==> config.mk <==
export PLATFORM = sky130hd
export DESIGN_NAME = line_iface_status_irq_regs
export DESIGN_NICKNAME = d
export VERILOG_FILES = /design/src/rtl/line_iface_pkg.sv /design/src/rtl/cond_sync.sv /design/src/rtl/event_latch.sv /design/src/rtl/line_iface_status_irq_regs.sv
export SDC_FILE = /design/constraint.sdc
export NUM_CORES = 1
export LEC_CHECK = 0
export BUFFER_PORTS_ARGS = -buffer_cell sky130_fd_sc_hd__buf_2
export CORE_UTILIZATION = 37
export DETAILED_ROUTE_END_ITERATION = 6
export REMOVE_ABC_BUFFERS = 1
export SLEW_MARGIN = 30
export SYNTH_ARGS = -nofsm -noshare
export SYNTH_HDL_FRONTEND = slang
export SYNTH_SLANG_ARGS = --single-unit
==> constraint.sdc <==
create_clock -name REF_CLK -period 2.6 [get_ports REF_CLK]
set_input_delay 0.52 -clock REF_CLK [delete_from_list [all_inputs] [get_ports REF_CLK]]
set_output_delay 0.52 -clock REF_CLK [all_outputs]
set_load 0.02 [all_outputs]
==> src/rtl/line_iface_pkg.sv <==
// Package: register map, field layout and types of the line interface status block
package line_iface_pkg;

  // ----------------------------------------------------------------
  // Register indexes (byte address is four times the index)
  // ----------------------------------------------------------------
  localparam logic [15:0] IDX_PULSE_SHAPE = 16'h1001;
  localparam logic [15:0] IDX_MAINT_CTRL  = 16'h1002;
  localparam logic [15:0] IDX_LIVE_COND   = 16'h1003;
  localparam logic [15:0] IDX_IRQ_ENABLES = 16'h1004;
  localparam logic [15:0] IDX_EVENT_LATCH = 16'h1005;
  localparam logic [15:0] IDX_RX_LEVEL    = 16'h1006;
  localparam logic [15:0] IDX_LEVEL_CFG   = 16'h1010;

  // ----------------------------------------------------------------
  // Reset values
  // ----------------------------------------------------------------
  localparam logic [7:0] RST_PULSE_SHAPE = 8'h00;
  localparam logic [7:0] RST_MAINT_CTRL  = 8'h00;
  localparam logic [7:0] RST_IRQ_ENABLES = 8'h00;
  localparam logic [7:0] RST_EVENT_LATCH = 8'h00;
  localparam logic [7:0] RST_LEVEL_CFG   = 8'h00;

  // ----------------------------------------------------------------
  // Field positions
  // ----------------------------------------------------------------
  localparam int BIT_TX_POWER_OFF   = 2;
  localparam int BIT_RX_POWER_OFF   = 1;
  localparam int BIT_LINE_DRIVER_ON = 0;
  localparam int BIT_SHORT_HAUL     = 0;
  localparam int BIT_T1_MODE        = 1;
  localparam int POS_GAIN_CAP       = 4;
  localparam int POS_LEVEL_CODE     = 4;
  localparam int BIT_SHORT_BEGAN    = 1;
  localparam int BIT_OPEN_BEGAN     = 2;

  // Pulse shape codes that select a T1 CSU shape
  localparam logic [2:0] SHAPE_CSU_FIRST = 3'h5;

  // ----------------------------------------------------------------
  // Types
  // ----------------------------------------------------------------
  typedef struct packed {
    logic jitter_trip;
    logic equalizer_over;
    logic equalizer_under;
    logic rx_short_now;
    logic tx_short_now;
    logic tx_open_now;
    logic signal_lost;
  } line_cond_t;

  localparam int COND_W = $bits(line_cond_t);

endpackage

==> src/rtl/cond_sync.sv <==
// Two-flop synchroniser for a group of level inputs
`timescale 1ns/1ps
`default_nettype none
module cond_sync #(
  parameter int WIDTH = 8
) (
  input  wire logic             clk,
  input  wire logic             rst,
  input  wire logic [WIDTH-1:0] async_in,
  output logic      [WIDTH-1:0] sync_out
);

  logic [WIDTH-1:0] stage1;

  genvar i;
  generate
    for (i = 0; i < WIDTH; i++) begin : g_bit
      always_ff @(posedge clk) begin
        if (rst) begin
          stage1[i]   <= 1'b0;
          sync_out[i] <= 1'b0;
        end else begin
          stage1[i]   <= async_in[i];
          sync_out[i] <= stage1[i];
        end
      end
    end
  endgenerate

endmodule
`default_nettype wire

==> src/rtl/event_latch.sv <==
// Sticky event bits, cleared by writing one, set wins over clear
`timescale 1ns/1ps
`default_nettype none
module event_latch #(
  parameter int         WIDTH     = 8,
  parameter logic [7:0] RST_VALUE = 8'h00
) (
  input  wire logic             clk,
  input  wire logic             rst,
  input  wire logic [WIDTH-1:0] set_vec,
  input  wire logic [WIDTH-1:0] clr_vec,
  output logic      [WIDTH-1:0] held
);

  genvar i;
  generate
    for (i = 0; i < WIDTH; i++) begin : g_bit
      always_ff @(posedge clk) begin
        if (rst) begin
          held[i] <= RST_VALUE[i];
        end else if (set_vec[i]) begin
          held[i] <= 1'b1;
        end else if (clr_vec[i]) begin
          held[i] <= 1'b0;
        end
      end
    end
  endgenerate

endmodule
`default_nettype wire

==> src/rtl/line_iface_status_irq_regs.sv <==
// Line interface control tail, live status, event latches and level code
//
// The APB register port was left to the implementer.
`timescale 1ns/1ps
`default_nettype none
module line_iface_status_irq_regs #(
  parameter int ADDR_W = 16
) (
  input  wire logic              REF_CLK,
  input  wire logic              RESET,
  input  wire logic              PSEL,
  input  wire logic              PENABLE,
  input  wire logic              PWRITE,
  input  wire logic [ADDR_W-1:0] PADDR,
  input  wire logic [31:0]       PWDATA,
  output logic      [31:0]       PRDATA,
  output logic                   PREADY,
  output logic                   PSLVERR,
  input  wire logic              SIGNAL_LOST,
  input  wire logic              RX_SHORT_NOW,
  input  wire logic              TX_SHORT_NOW,
  input  wire logic              TX_OPEN_NOW,
  input  wire logic              EQUALIZER_OVER,
  input  wire logic              EQUALIZER_UNDER,
  input  wire logic              JITTER_TRIP,
  input  wire logic [3:0]        RX_LEVEL_RAW,
  input  wire logic              DRIVER_OVERRIDE_PIN,
  output logic                   TX_POWER_OFF,
  output logic                   RX_POWER_OFF,
  output logic                   TX_LINE_POS_OE,
  output logic                   TX_LINE_NEG_OE,
  output logic                   LINE_IRQ
);

  // ----------------------------------------------------------------
  // Input synchronisers
  // ----------------------------------------------------------------
  line_iface_pkg::line_cond_t cond_raw;
  line_iface_pkg::line_cond_t cond;
  logic [3:0]                 level_s;
  logic                       pin_s;
  logic [line_iface_pkg::COND_W+4:0] sync_in;
  logic [line_iface_pkg::COND_W+4:0] sync_out;

  assign cond_raw.jitter_trip     = JITTER_TRIP;
  assign cond_raw.equalizer_over  = EQUALIZER_OVER;
  assign cond_raw.equalizer_under = EQUALIZER_UNDER;
  assign cond_raw.rx_short_now    = RX_SHORT_NOW;
  assign cond_raw.tx_short_now    = TX_SHORT_NOW;
  assign cond_raw.tx_open_now     = TX_OPEN_NOW;
  assign cond_raw.signal_lost     = SIGNAL_LOST;
  assign sync_in = {DRIVER_OVERRIDE_PIN, RX_LEVEL_RAW, cond_raw};

  cond_sync #(
    .WIDTH    (line_iface_pkg::COND_W + 5)
  ) u_sync (
    .clk      (REF_CLK),
    .rst      (RESET),
    .async_in (sync_in),
    .sync_out (sync_out)
  );

  assign cond    = sync_out[line_iface_pkg::COND_W-1:0];
  assign level_s = sync_out[line_iface_pkg::COND_W+3:line_iface_pkg::COND_W];
  assign pin_s   = sync_out[line_iface_pkg::COND_W+4];

  // ----------------------------------------------------------------
  // APB decode
  // ----------------------------------------------------------------
  logic [7:0] pulse_shape;
  logic [7:0] maint_ctrl;
  logic [7:0] irq_enables;
  logic [7:0] level_cfg;
  logic [7:0] latches;
  logic [7:0] live;
  logic [7:0] level_reg;

  wire [ADDR_W-1:0] idx      = {2'b00, PADDR[ADDR_W-1:2]};
  wire              setup    = PSEL && !PENABLE;
  wire              access   = PSEL && PENABLE;
  wire              hit_shp  = idx == ADDR_W'(line_iface_pkg::IDX_PULSE_SHAPE);
  wire              hit_ctl  = idx == ADDR_W'(line_iface_pkg::IDX_MAINT_CTRL);
  wire              hit_live = idx == ADDR_W'(line_iface_pkg::IDX_LIVE_COND);
  wire              hit_ien  = idx == ADDR_W'(line_iface_pkg::IDX_IRQ_ENABLES);
  wire              hit_lat  = idx == ADDR_W'(line_iface_pkg::IDX_EVENT_LATCH);
  wire              hit_lvl  = idx == ADDR_W'(line_iface_pkg::IDX_RX_LEVEL);
  wire              hit_cfg  = idx == ADDR_W'(line_iface_pkg::IDX_LEVEL_CFG);
  wire              aligned  = PADDR[1:0] == 2'b00;
  wire              mapped   = aligned && (hit_shp || hit_ctl || hit_live || hit_ien
                                           || hit_lat || hit_lvl || hit_cfg);
  wire              wr       = access && PWRITE && mapped;
  wire              wr_shp   = wr && hit_shp;
  wire              wr_ctl   = wr && hit_ctl;
  wire              wr_ien   = wr && hit_ien;
  wire              wr_lat   = wr && hit_lat;
  wire              wr_cfg   = wr && hit_cfg;

  // Zero-wait slave; unmapped or misaligned access flagged in access phase
  assign PREADY  = 1'b1;
  assign PSLVERR = access && !mapped;

  // ----------------------------------------------------------------
  // Read mux, sampled in the setup phase
  // ----------------------------------------------------------------
  logic [7:0] next_rdata;

  always_comb begin
    if (!aligned) begin
      next_rdata = 8'h00;
    end else if (hit_shp) begin
      next_rdata = pulse_shape;
    end else if (hit_ctl) begin
      next_rdata = maint_ctrl;
    end else if (hit_live) begin
      next_rdata = live;
    end else if (hit_ien) begin
      next_rdata = irq_enables;
    end else if (hit_lat) begin
      next_rdata = latches;
    end else if (hit_lvl) begin
      next_rdata = level_reg;
    end else if (hit_cfg) begin
      next_rdata = level_cfg;
    end else begin
      next_rdata = 8'h00;
    end
  end

  always_ff @(posedge REF_CLK) begin
    if (RESET) begin
      PRDATA <= 32'h0000_0000;
    end else if (setup && !PWRITE) begin
      PRDATA <= {24'h00_0000, next_rdata};
    end
  end

  // ----------------------------------------------------------------
  // Writable registers
  // ----------------------------------------------------------------
  always_ff @(posedge REF_CLK) begin
    if (RESET) begin
      pulse_shape <= line_iface_pkg::RST_PULSE_SHAPE;
      maint_ctrl  <= line_iface_pkg::RST_MAINT_CTRL;
      irq_enables <= line_iface_pkg::RST_IRQ_ENABLES;
      level_cfg   <= line_iface_pkg::RST_LEVEL_CFG;
    end else begin
      if (wr_shp) begin
        pulse_shape <= {5'h00, PWDATA[2:0]};
      end
      if (wr_ctl) begin
        maint_ctrl <= {5'h00, PWDATA[2:0]};
      end
      if (wr_ien) begin
        irq_enables <= PWDATA[7:0];
      end
      if (wr_cfg) begin
        level_cfg <= {PWDATA[7:4], 2'b00, PWDATA[1:0]};
      end
    end
  end

  // ----------------------------------------------------------------
  // Power and driver control
  // ----------------------------------------------------------------
  wire tx_off    = maint_ctrl[line_iface_pkg::BIT_TX_POWER_OFF];
  wire rx_off    = maint_ctrl[line_iface_pkg::BIT_RX_POWER_OFF];
  wire driver_on = maint_ctrl[line_iface_pkg::BIT_LINE_DRIVER_ON];
  // Pin low forces high impedance whatever the driver-on bit says
  wire drive     = !tx_off && driver_on && pin_s;

  always_ff @(posedge REF_CLK) begin
    if (RESET) begin
      TX_POWER_OFF   <= 1'b0;
      RX_POWER_OFF   <= 1'b0;
      TX_LINE_POS_OE <= 1'b0;
      TX_LINE_NEG_OE <= 1'b0;
    end else begin
      TX_POWER_OFF   <= tx_off;
      RX_POWER_OFF   <= rx_off;
      TX_LINE_POS_OE <= drive;
      TX_LINE_NEG_OE <= drive;
    end
  end

  // ----------------------------------------------------------------
  // Live condition flags, no latching
  // ----------------------------------------------------------------
  assign live = {2'b00, cond.equalizer_over, cond.equalizer_under,
                 cond.rx_short_now, cond.tx_short_now,
                 cond.tx_open_now, cond.signal_lost};

  // ----------------------------------------------------------------
  // Event detection and latches
  // ----------------------------------------------------------------
  logic [3:0] prev;
  wire  [3:0] now = {cond.jitter_trip, cond.tx_open_now, cond.tx_short_now,
                     cond.signal_lost};
  wire  [3:0] rise = now & ~prev;
  wire  [3:0] fall = prev & ~now;
  wire        csu_shape = level_cfg[line_iface_pkg::BIT_T1_MODE]
                          && pulse_shape[2:0] >= line_iface_pkg::SHAPE_CSU_FIRST;
  // Open and short onset detectors are not valid under CSU shapes
  wire  [3:0] onset = rise & ~({2'b00, csu_shape, csu_shape} << 1);
  wire  [7:0] set_vec = {fall, onset};
  wire  [7:0] clr_vec = wr_lat ? PWDATA[7:0] : 8'h00;

  always_ff @(posedge REF_CLK) begin
    if (RESET) begin
      prev <= 4'h0;
    end else begin
      prev <= now;
    end
  end

  event_latch #(
    .WIDTH     (8),
    .RST_VALUE (line_iface_pkg::RST_EVENT_LATCH)
  ) u_latch (
    .clk       (REF_CLK),
    .rst       (RESET),
    .set_vec   (set_vec),
    .clr_vec   (clr_vec),
    .held      (latches)
  );

  wire irq_any = |(latches & irq_enables);

  always_ff @(posedge REF_CLK) begin
    if (RESET) begin
      LINE_IRQ <= 1'b0;
    end else begin
      LINE_IRQ <= irq_any;
    end
  end

  // ----------------------------------------------------------------
  // Receive level code
  // ----------------------------------------------------------------
  wire       short_haul = level_cfg[line_iface_pkg::BIT_SHORT_HAUL];
  wire [3:0] gain_cap   = level_cfg[line_iface_pkg::POS_GAIN_CAP +: 4];
  wire [3:0] level_code = (short_haul && level_s > gain_cap) ? gain_cap : level_s;

  assign level_reg = {level_code, 4'h0};
endmodule
`default_nettype wire

==> results of run 1 <==
## final cells by class
type	count	share of cell area, %
Clock inverter	6	1.71
Sequential cell	68	36.6
Timing Repair Buffer	65	9.48
Clock buffer	10	3.70
Tap cell	105	3.53
Multi-Input combinational cell	250	43.4
Inverter	16	1.61
## sequential cells by signal, summed over array words and instances, names as in the netlist
signal / count
TX_LINE_NEG_OE: 1
level_cfg: 6
u_sync.stage1: 12
maint_ctrl: 3
irq_enables: 8
RX_POWER_OFF: 1
prev: 4
pulse_shape: 3
u_sync.sync_out: 12
u_latch.held: 8
LINE_IRQ: 1
TX_POWER_OFF: 1
PRDATA: 8
## logic make-up after synthesis
family	count (synthesis)
AOI/OAI and AO/OA	72
adders and majority gates	4
buffers and inverters	58
DFF	68
muxes	25
other	2
and+or+nand+nor	124
## layer usage
metal	vias up	wire, um	track usage, %
met1	1177	3420	23.2
met5	-	0	0
li1	1304	-	-
met4	0	111	7.20
met2	105	3260	25.8
met3	10	539	3.75
## cells in the final DEF, fill, tap and decap left out, types with 11 or more instances in the layout
cell / instances
a21oi_1: 20
buf_2: 54
buf_4: 11
conb_1: 25
dfxtp_1: 68
inv_1: 16
mux2i_1: 22
nand2_1: 15
nor2_1: 31
nor2b_1: 33
o21ai_0: 13
## stage by stage
stage	instance area (um^2)	power (W)	cells
3_3_place_gp	3520	0.00128	504
6_report	3720	0.00213	520
5_1_grt	3720	0.00223	520
3_5_place_dp	3520	0.00128	504
4_1_cts	3720	0.00216	520
2_1_floorplan	3040	0.00119	334
## power by group through the flow
stage / clock [W] / sequential [W] / combinational [W]
finish: 0.000871 / 0.00108 / 0.000183
global route: 0.000950 / 0.00108 / 0.000205
CTS: 0.000898 / 0.00108 / 0.000184
detailed placement: 0 / 0.00110 / 0.000184
global placement: 0 / 0.00110 / 0.000181
floorplan: 0 / 0.00110 / 0.0000982
## worst max-delay path by stage
stage / startpoint / to / cells past startpoint / slack [ns]
after floorplan: PADDR[9] / u_latch.held[0] / 5 / 0.09
after global placement: PADDR[15] / PSLVERR / 7 / 0.12
final: PADDR[13] / PSLVERR / 7 / 0.12
after detailed placement: PADDR[13] / u_latch.held[1] / 7 / 0.08
after global routing: PADDR[13] / PSLVERR / 7 / 0.04
after CTS: PADDR[13] / PSLVERR / 7 / 0.11
==> summary.txt, run 1 <==
Yosys
  – Largest area contributor in the synthesized netlist: dfxtp_1
  – Number of warnings printed during yosys synthesis: 0
  – Proportion of synthesized area in mux cells: under 10%
  – Most common cell in the netlist: dfxtp_1
  – Largest cells by area after synthesis: dfxtp_1, mux2i_1, nor2b_1
  – Commonest register cell after synthesis: dfxtp_1
  – Top-area cell type share of the netlist area: about 42%
  – Share of flip-flops with an asynchronous set or reset: 0%
  – Distinct cell type count after synthesis: 58
  – Synthesized area per cell: between 9 and 10 um^2
  – Register area share after synthesis: between 40 and 50%
  – Flip-flop and latch count after synthesis: slightly below 70
  – Number of cells produced by synthesis: 353
  – Synth Area in XOR/XNOR: 0%
  – Count of flip-flops with a built-in enable after synthesis: 0
  – Summed instance area of the synthesized netlist: about 0.0032 mm^2
  – Synth Area in Adders: between 1.5 and 2%
  – Dominant combinational cell family by area after synthesis: simple AND/OR/NAND/NOR gates
  – Fraction of the mapped netlist area in compound gates: 15.2%
  – Synth cell count leaders: dfxtp_1, nor2b_1, nor2_1, buf_4, mux2i_1
  – Area fraction in and, or, nand and nor cells after synthesis: 22.6%

Global routing
  – Largest net degree at the start of global routing: 62
  – Global-route wire length before repair: about 11000 um
  – Number of antenna violations at the first check in global routing: 0
  – Overall global routing resource usage: between 10% and 20%
  – Vias in the first global route: around 2300
  – Overflow left after global routing: 0

Power
  – Worst IR Drop VDD: between 200 and 300 uV
  – Relative contribution of the clock network to total power: about two fifths
  – Design internal power: approximately 0.0016 W
  – Part of the power in registers: around half
  – Leakage power: approximately 1.5 nW
  – Combinational group share of total power: 8.6%
  – Share of total power consumed by net switching: 25.0%
  – Power per Cell Area: roughly 570 mW/mm^2
  – Switching component of the power: between 0.0005 and 0.0006 W

Route
  – Sum of routed wire length over all layers: about 7300 um
  – Number of vias in the routed layout: ~2600
  – Router iterations before antenna repair: 4
  – DR DRC count: 0
  – Routed wirelength normalized by instance count: about 14 um
  – Initial drt markers: between 150 and 200
  – Drt via density: 4.99
  – Number of nets with antenna violations after routing: 0

Final layout
  – End-of-flow core utilization: approximately 45%
  – Area growth from synthesis to final layout: 15.7%
  – Register area: 0.00136 mm^2
  – Net total in the final layout: about 480
  – Layout cells sized above 1: around 22%
  – Antenna diode count: 0
  – Count of filler cells inserted in the layout: roughly 830
  – Footprint of the multi-input gates: 0.00162 mm^2

STA
  – Worst clock skew: just under 0.008 ns
  – Setup_tns: 0 ns
  – Period minus WS final: around 2.5 ns
  – Setup ws final: approximately 0.12 ns
  – Final period utilization: roughly 95%
  – Total of endpoints with negative setup slack in the final report: 0
  – RSZ-0062 raised after global routing: false
  – Total count of hold-check failures in the final report: 0
  – Actual transition at the worst max-transition pin: between 0.7 and 0.8 ns
  – Worst hold margin: around 0.38 ns
  – Final number of max-transition violations: 0
  – Max frequency: approximately 400 MHz
  – Headroom to the max-slew limit: 52.6%

Clock network
  – Maximum clock path buffer count: 2
  – Insertion delay to the later sink of the worst-skew pair: ~0.34 ns
  – Clock transition at the registers of the reported paths: ~0.070 ns
  – CTS root buffer: clkbuf_8
  – Number of buffers created by CTS: 9
  – Num Clock Sinks: 68
  – CTS tree: yes
  – Number of hold buffers added after CTS: 0
  – H-Tree Depth: 3
  – Buffer count from post-CTS setup fixing: 0
  – Post-CTS resize count: 0

Hold path
  – Endpoint, Worst Hold: u_sync.stage1[6]
  – Worst hold start: JITTER_TRIP
  – Path class of the lowest-slack min-delay path: in2reg
  – Hold Path Depth: 2

Worst setup path
  – Max stage delay on crit path: about 0.55 ns
  – Flop-to-flop setup slack: between 0.5 and 0.6 ns
  – Cell Chain, Critical Path: buf_2 > or4_4 > nor3_1 > nor2_1 > a311oi_1 > o31ai_1 > buf_2
  – Most Frequent Cell on Critical Path: buf_2
  – Worst Reg-to-Reg Cells: 7
  – R2R Path End: PRDATA[4]
  – CP max FO: 4
  – Req. time, crit path: approximately 2.1 ns
  – FF-to-FF Start: level_cfg[7]
  – Worst path buffer plus inverter count: 2
  – Cell family contributing the most delay on the critical path: simple AND/OR/NAND/NOR gates
  – Sort of element at the end of the critical path: output pin
  – Critical Path AT: between 1.5 and 2 ns
  – Kind of start point of the critical path: input pin
  – Setup CP Type: in2out
  – Cell with the largest stage delay on the worst path: or4_4

Place
  – Pre-CTS setup slack: 0.0813 ns
  – I/O Buffers: 54
  – Weighted congestion reported at the end of routability-driven placement: about 0.8
  – Detailed Place HPWL: about 5300 um

Floorplan
  – Core region area: around 0.0083 mm^2
  – Number of placed I/O pins: ~100
  – Area of the die: around 0.0091 mm^2
  – Initial cell density of the core: about two fifths
  – Count of standard-cell rows: 33
  – Die height: between 90 and 100 um
  – Die W: approximately 95 um

Flow run
  – Max-cap viol count: 0

Outcome
  – Run status: finished clean
No activity file was read; power rests on OpenSTA's default activity.
==> inputs of run 2 (changes only) <==
--- a/config.mk
+++ b/config.mk
@@ -6,6 +6,7 @@
 export NUM_CORES = 1
 export LEC_CHECK = 0
 export BUFFER_PORTS_ARGS = -buffer_cell sky130_fd_sc_hd__buf_2
+export CORE_ASPECT_RATIO = 1.1
 export CORE_UTILIZATION = 37
 export DETAILED_ROUTE_END_ITERATION = 6
 export REMOVE_ABC_BUFFERS = 1
==> constraint.sdc (replaced) <==
create_clock -name REF_CLK -period 2.2 [get_ports REF_CLK]
set_input_delay 0.44 -clock REF_CLK [delete_from_list [all_inputs] [get_ports REF_CLK]]
set_output_delay 0.44 -clock REF_CLK [all_outputs]
set_load 0.02 [all_outputs]
==> run 2 against run 1 <==
  * The run now ends with negative setup slack left
  * Wire length up 3.1%
  * Power up 19%
  * Hold slack worse by 0.095 ns
  * Cell area up 5.4%
  * Clock power up 18%
  * First-iteration DRC count down 32%
  * Register-to-register slack worse by 0.40 ns
  * Clock skew about the same
  * Critical path depth unchanged
  * Critical endpoint unchanged
  * Worst setup slack worse by 0.19 ns
  * Core utilization up 1.8 points
  * Highest routed layer unchanged
  * Flip-flop and latch count unchanged
==> summary.txt, run 2 (synthesis gave the netlist of run 1 again) <==
STA
  – Total count of hold-check failures in the final report: 0
  – Max frequency: around 440 MHz
  – RSZ-0062 raised after global routing: true
  – Final period utilization: 103%
  – Total of endpoints with negative setup slack in the final report: 1
  – Worst hold margin: approximately 0.29 ns
  – Actual transition at the worst max-transition pin: roughly 0.74 ns
  – Setup ws final: -0.0669 ns
  – Worst clock skew: 0.00799 ns
  – Period minus WS final: roughly 2.3 ns
  – Final number of max-transition violations: 0
  – Headroom to the max-slew limit: approximately half

Outcome
  – Run status: complete, but fails checks
  – Violated checks: negative setup slack

Floorplan
  – Die height: 99.8 um
  – Initial cell density of the core: 38.3%
  – Core region area: 0.00841 mm^2
  – Die W: between 90 and 100 um
  – Count of standard-cell rows: 35
  – Number of placed I/O pins: between 100 and 150
  – Area of the die: 0.00907 mm^2

Final layout
  – End-of-flow core utilization: between 40% and 50%
  – Layout cells sized above 1: between 20% and 30%
  – Most common cell after layout, fill and taps aside: dfxtp_1
  – Final Cell Area: 0.00392 mm^2
  – Antenna diode count: 0
  – Non-filler instance count after layout: between 500 and 600
  – Area growth from synthesis to final layout: 22.0%
  – Highest-count cells in the layout ignoring fill and taps: dfxtp_1, buf_2, nor2b_1, nor2_1, buf_4
  – Net total in the final layout: ~500
  – Largest registers: u_sync.stage1 (12), u_sync.sync_out (12)

Route
  – Routed wirelength normalized by instance count: ~14 um
  – Initial drt markers: 134
  – Number of vias in the routed layout: around 2700
  – Number of nets with antenna violations after routing: 0
  – DR DRC count: 0
  – Sum of routed wire length over all layers: 7560 um
  – Drt via density: a little under 5
  – Router iterations before antenna repair: 4

Power
  – Relative contribution of the clock network to total power: just over 40%
  – Design internal power: between 0.0015 and 0.002 W
  – Part of the power in registers: between 50 and 60%
  – Share of total power consumed by net switching: between 20% and 30%
  – Power per Cell Area: roughly 650 mW/mm^2
  – Switching component of the power: 0.000661 W
  – Combinational group share of total power: a little under a tenth
  – Worst IR Drop VDD: roughly 350 uV
  – Leakage power: ~1.6 nW

Global routing
  – Overflow left after global routing: 0
  – Number of antenna violations at the first check in global routing: 0
  – Overall global routing resource usage: 17.3%
  – Global-route wire length before repair: 12100 um
  – Largest net degree at the start of global routing: 32
  – Vias in the first global route: 2430

Worst setup path
  – Req. time, crit path: around 1.8 ns
  – Setup CP Type: in2out
  – Sort of element at the end of the critical path: output pin
  – Kind of start point of the critical path: input pin
  – Worst Reg-to-Reg Cells: 7
  – Cell Chain, Critical Path: buf_6 > or4_4 > nor3_4 > nor2_1 > a311oi_1 > o31ai_1 > buf_2
  – Worst path buffer plus inverter count: 2
  – Cell family contributing the most delay on the critical path: simple AND/OR/NAND/NOR gates
  – CP max FO: 3
  – Levels on crit path: 7
  – Cell with the largest stage delay on the worst path: or4_4
  – Critical Path AT: between 1.5 and 2 ns
  – Max stage delay on crit path: ~0.57 ns

Clock network
  – Clock transition at the registers of the reported paths: 0.08 ns
  – Maximum clock path buffer count: 2
  – Insertion delay to the later sink of the worst-skew pair: roughly 0.35 ns
  – CTS tree: yes
  – CTS root buffer: clkbuf_8
  – Num Clock Sinks: 68
  – H-Tree Depth: 3
  – Number of hold buffers added after CTS: 0
  – Number of buffers created by CTS: 9

Place
  – Placed standard-cell area: 0.00368 mm^2
  – Detailed Place HPWL: 5490 um
  – Weighted congestion reported at the end of routability-driven placement: between 0.8 and 0.9
  – Placed insts: between 500 and 600
  – I/O Buffers: 54

Hold path
  – Hold Path Depth: 2
  – Path class of the lowest-slack min-delay path: in2reg

Flow run
  – Max-cap viol count: 0
## run 2: path summary, 6_finish.rpt
kind              slack [ns]           startpoint                 end
setup / recovery       -0.07            PADDR[10]             PSLVERR
hold / removal          0.29  DRIVER_OVERRIDE_PIN   u_sync.stage1[11]
setup reg to reg        0.13         level_cfg[7]           PRDATA[4]
hold reg to reg         0.44     u_sync.stage1[2]  u_sync.sync_out[2]
## run 2: power groups by stage
stage	Sequential (W)	Combinational [W]	Clock, W
floorplan	0.00130	0.000116	0
global placement	0.00130	0.000225	0
detailed placement	0.00130	0.000228	0
CTS	0.00127	0.000234	0.00107
global route	0.00128	0.000259	0.00112
finish	0.00127	0.000235	0.00103
## run 2: routing by layer
| metal | wire [um] | global-route usage [%] | vias to the layer above |
|---|---|---|---|
| met5 | 0 | 0 | - |
| met4 | 147 | 8.91 | 0 |
| met1 | 3570 | 22.1 | 1242 |
| met3 | 479 | 4.62 | 10 |
| li1 | - | - | 1343 |
| met2 | 3360 | 27.0 | 87 |
## run 2: cell type report
cell class | count | area [um^2]
clock buffer | 9 | 124
multi-input combinational | 250 | 1640
tap | 111 | 139
inverter | 16 | 60.1
sequential | 68 | 1360
fill | 819 | 4480
clock inverter | 7 | 76.3
timing repair buffer | 85 | 522
## run 2: metrics by stage
step                worst slack, ns  power (W)  setup TNS, ns
floorplan                    -0.232    0.00141          -1.87
global placement             -0.148    0.00153         -0.756
detailed placement           -0.144    0.00153         -0.725
CTS                         -0.0376    0.00257        -0.0376
global route                 -0.131    0.00265         -0.131
finish                      -0.0669    0.00254        -0.0669
## run 2: what timing repair did
action	4_1_cts	5_1_grt
endpoints found under the hold margin	0	0
setup buffers	2	0
pin swaps	6	1
gates resized for setup	6	1
setup endpoints to repair	1	1
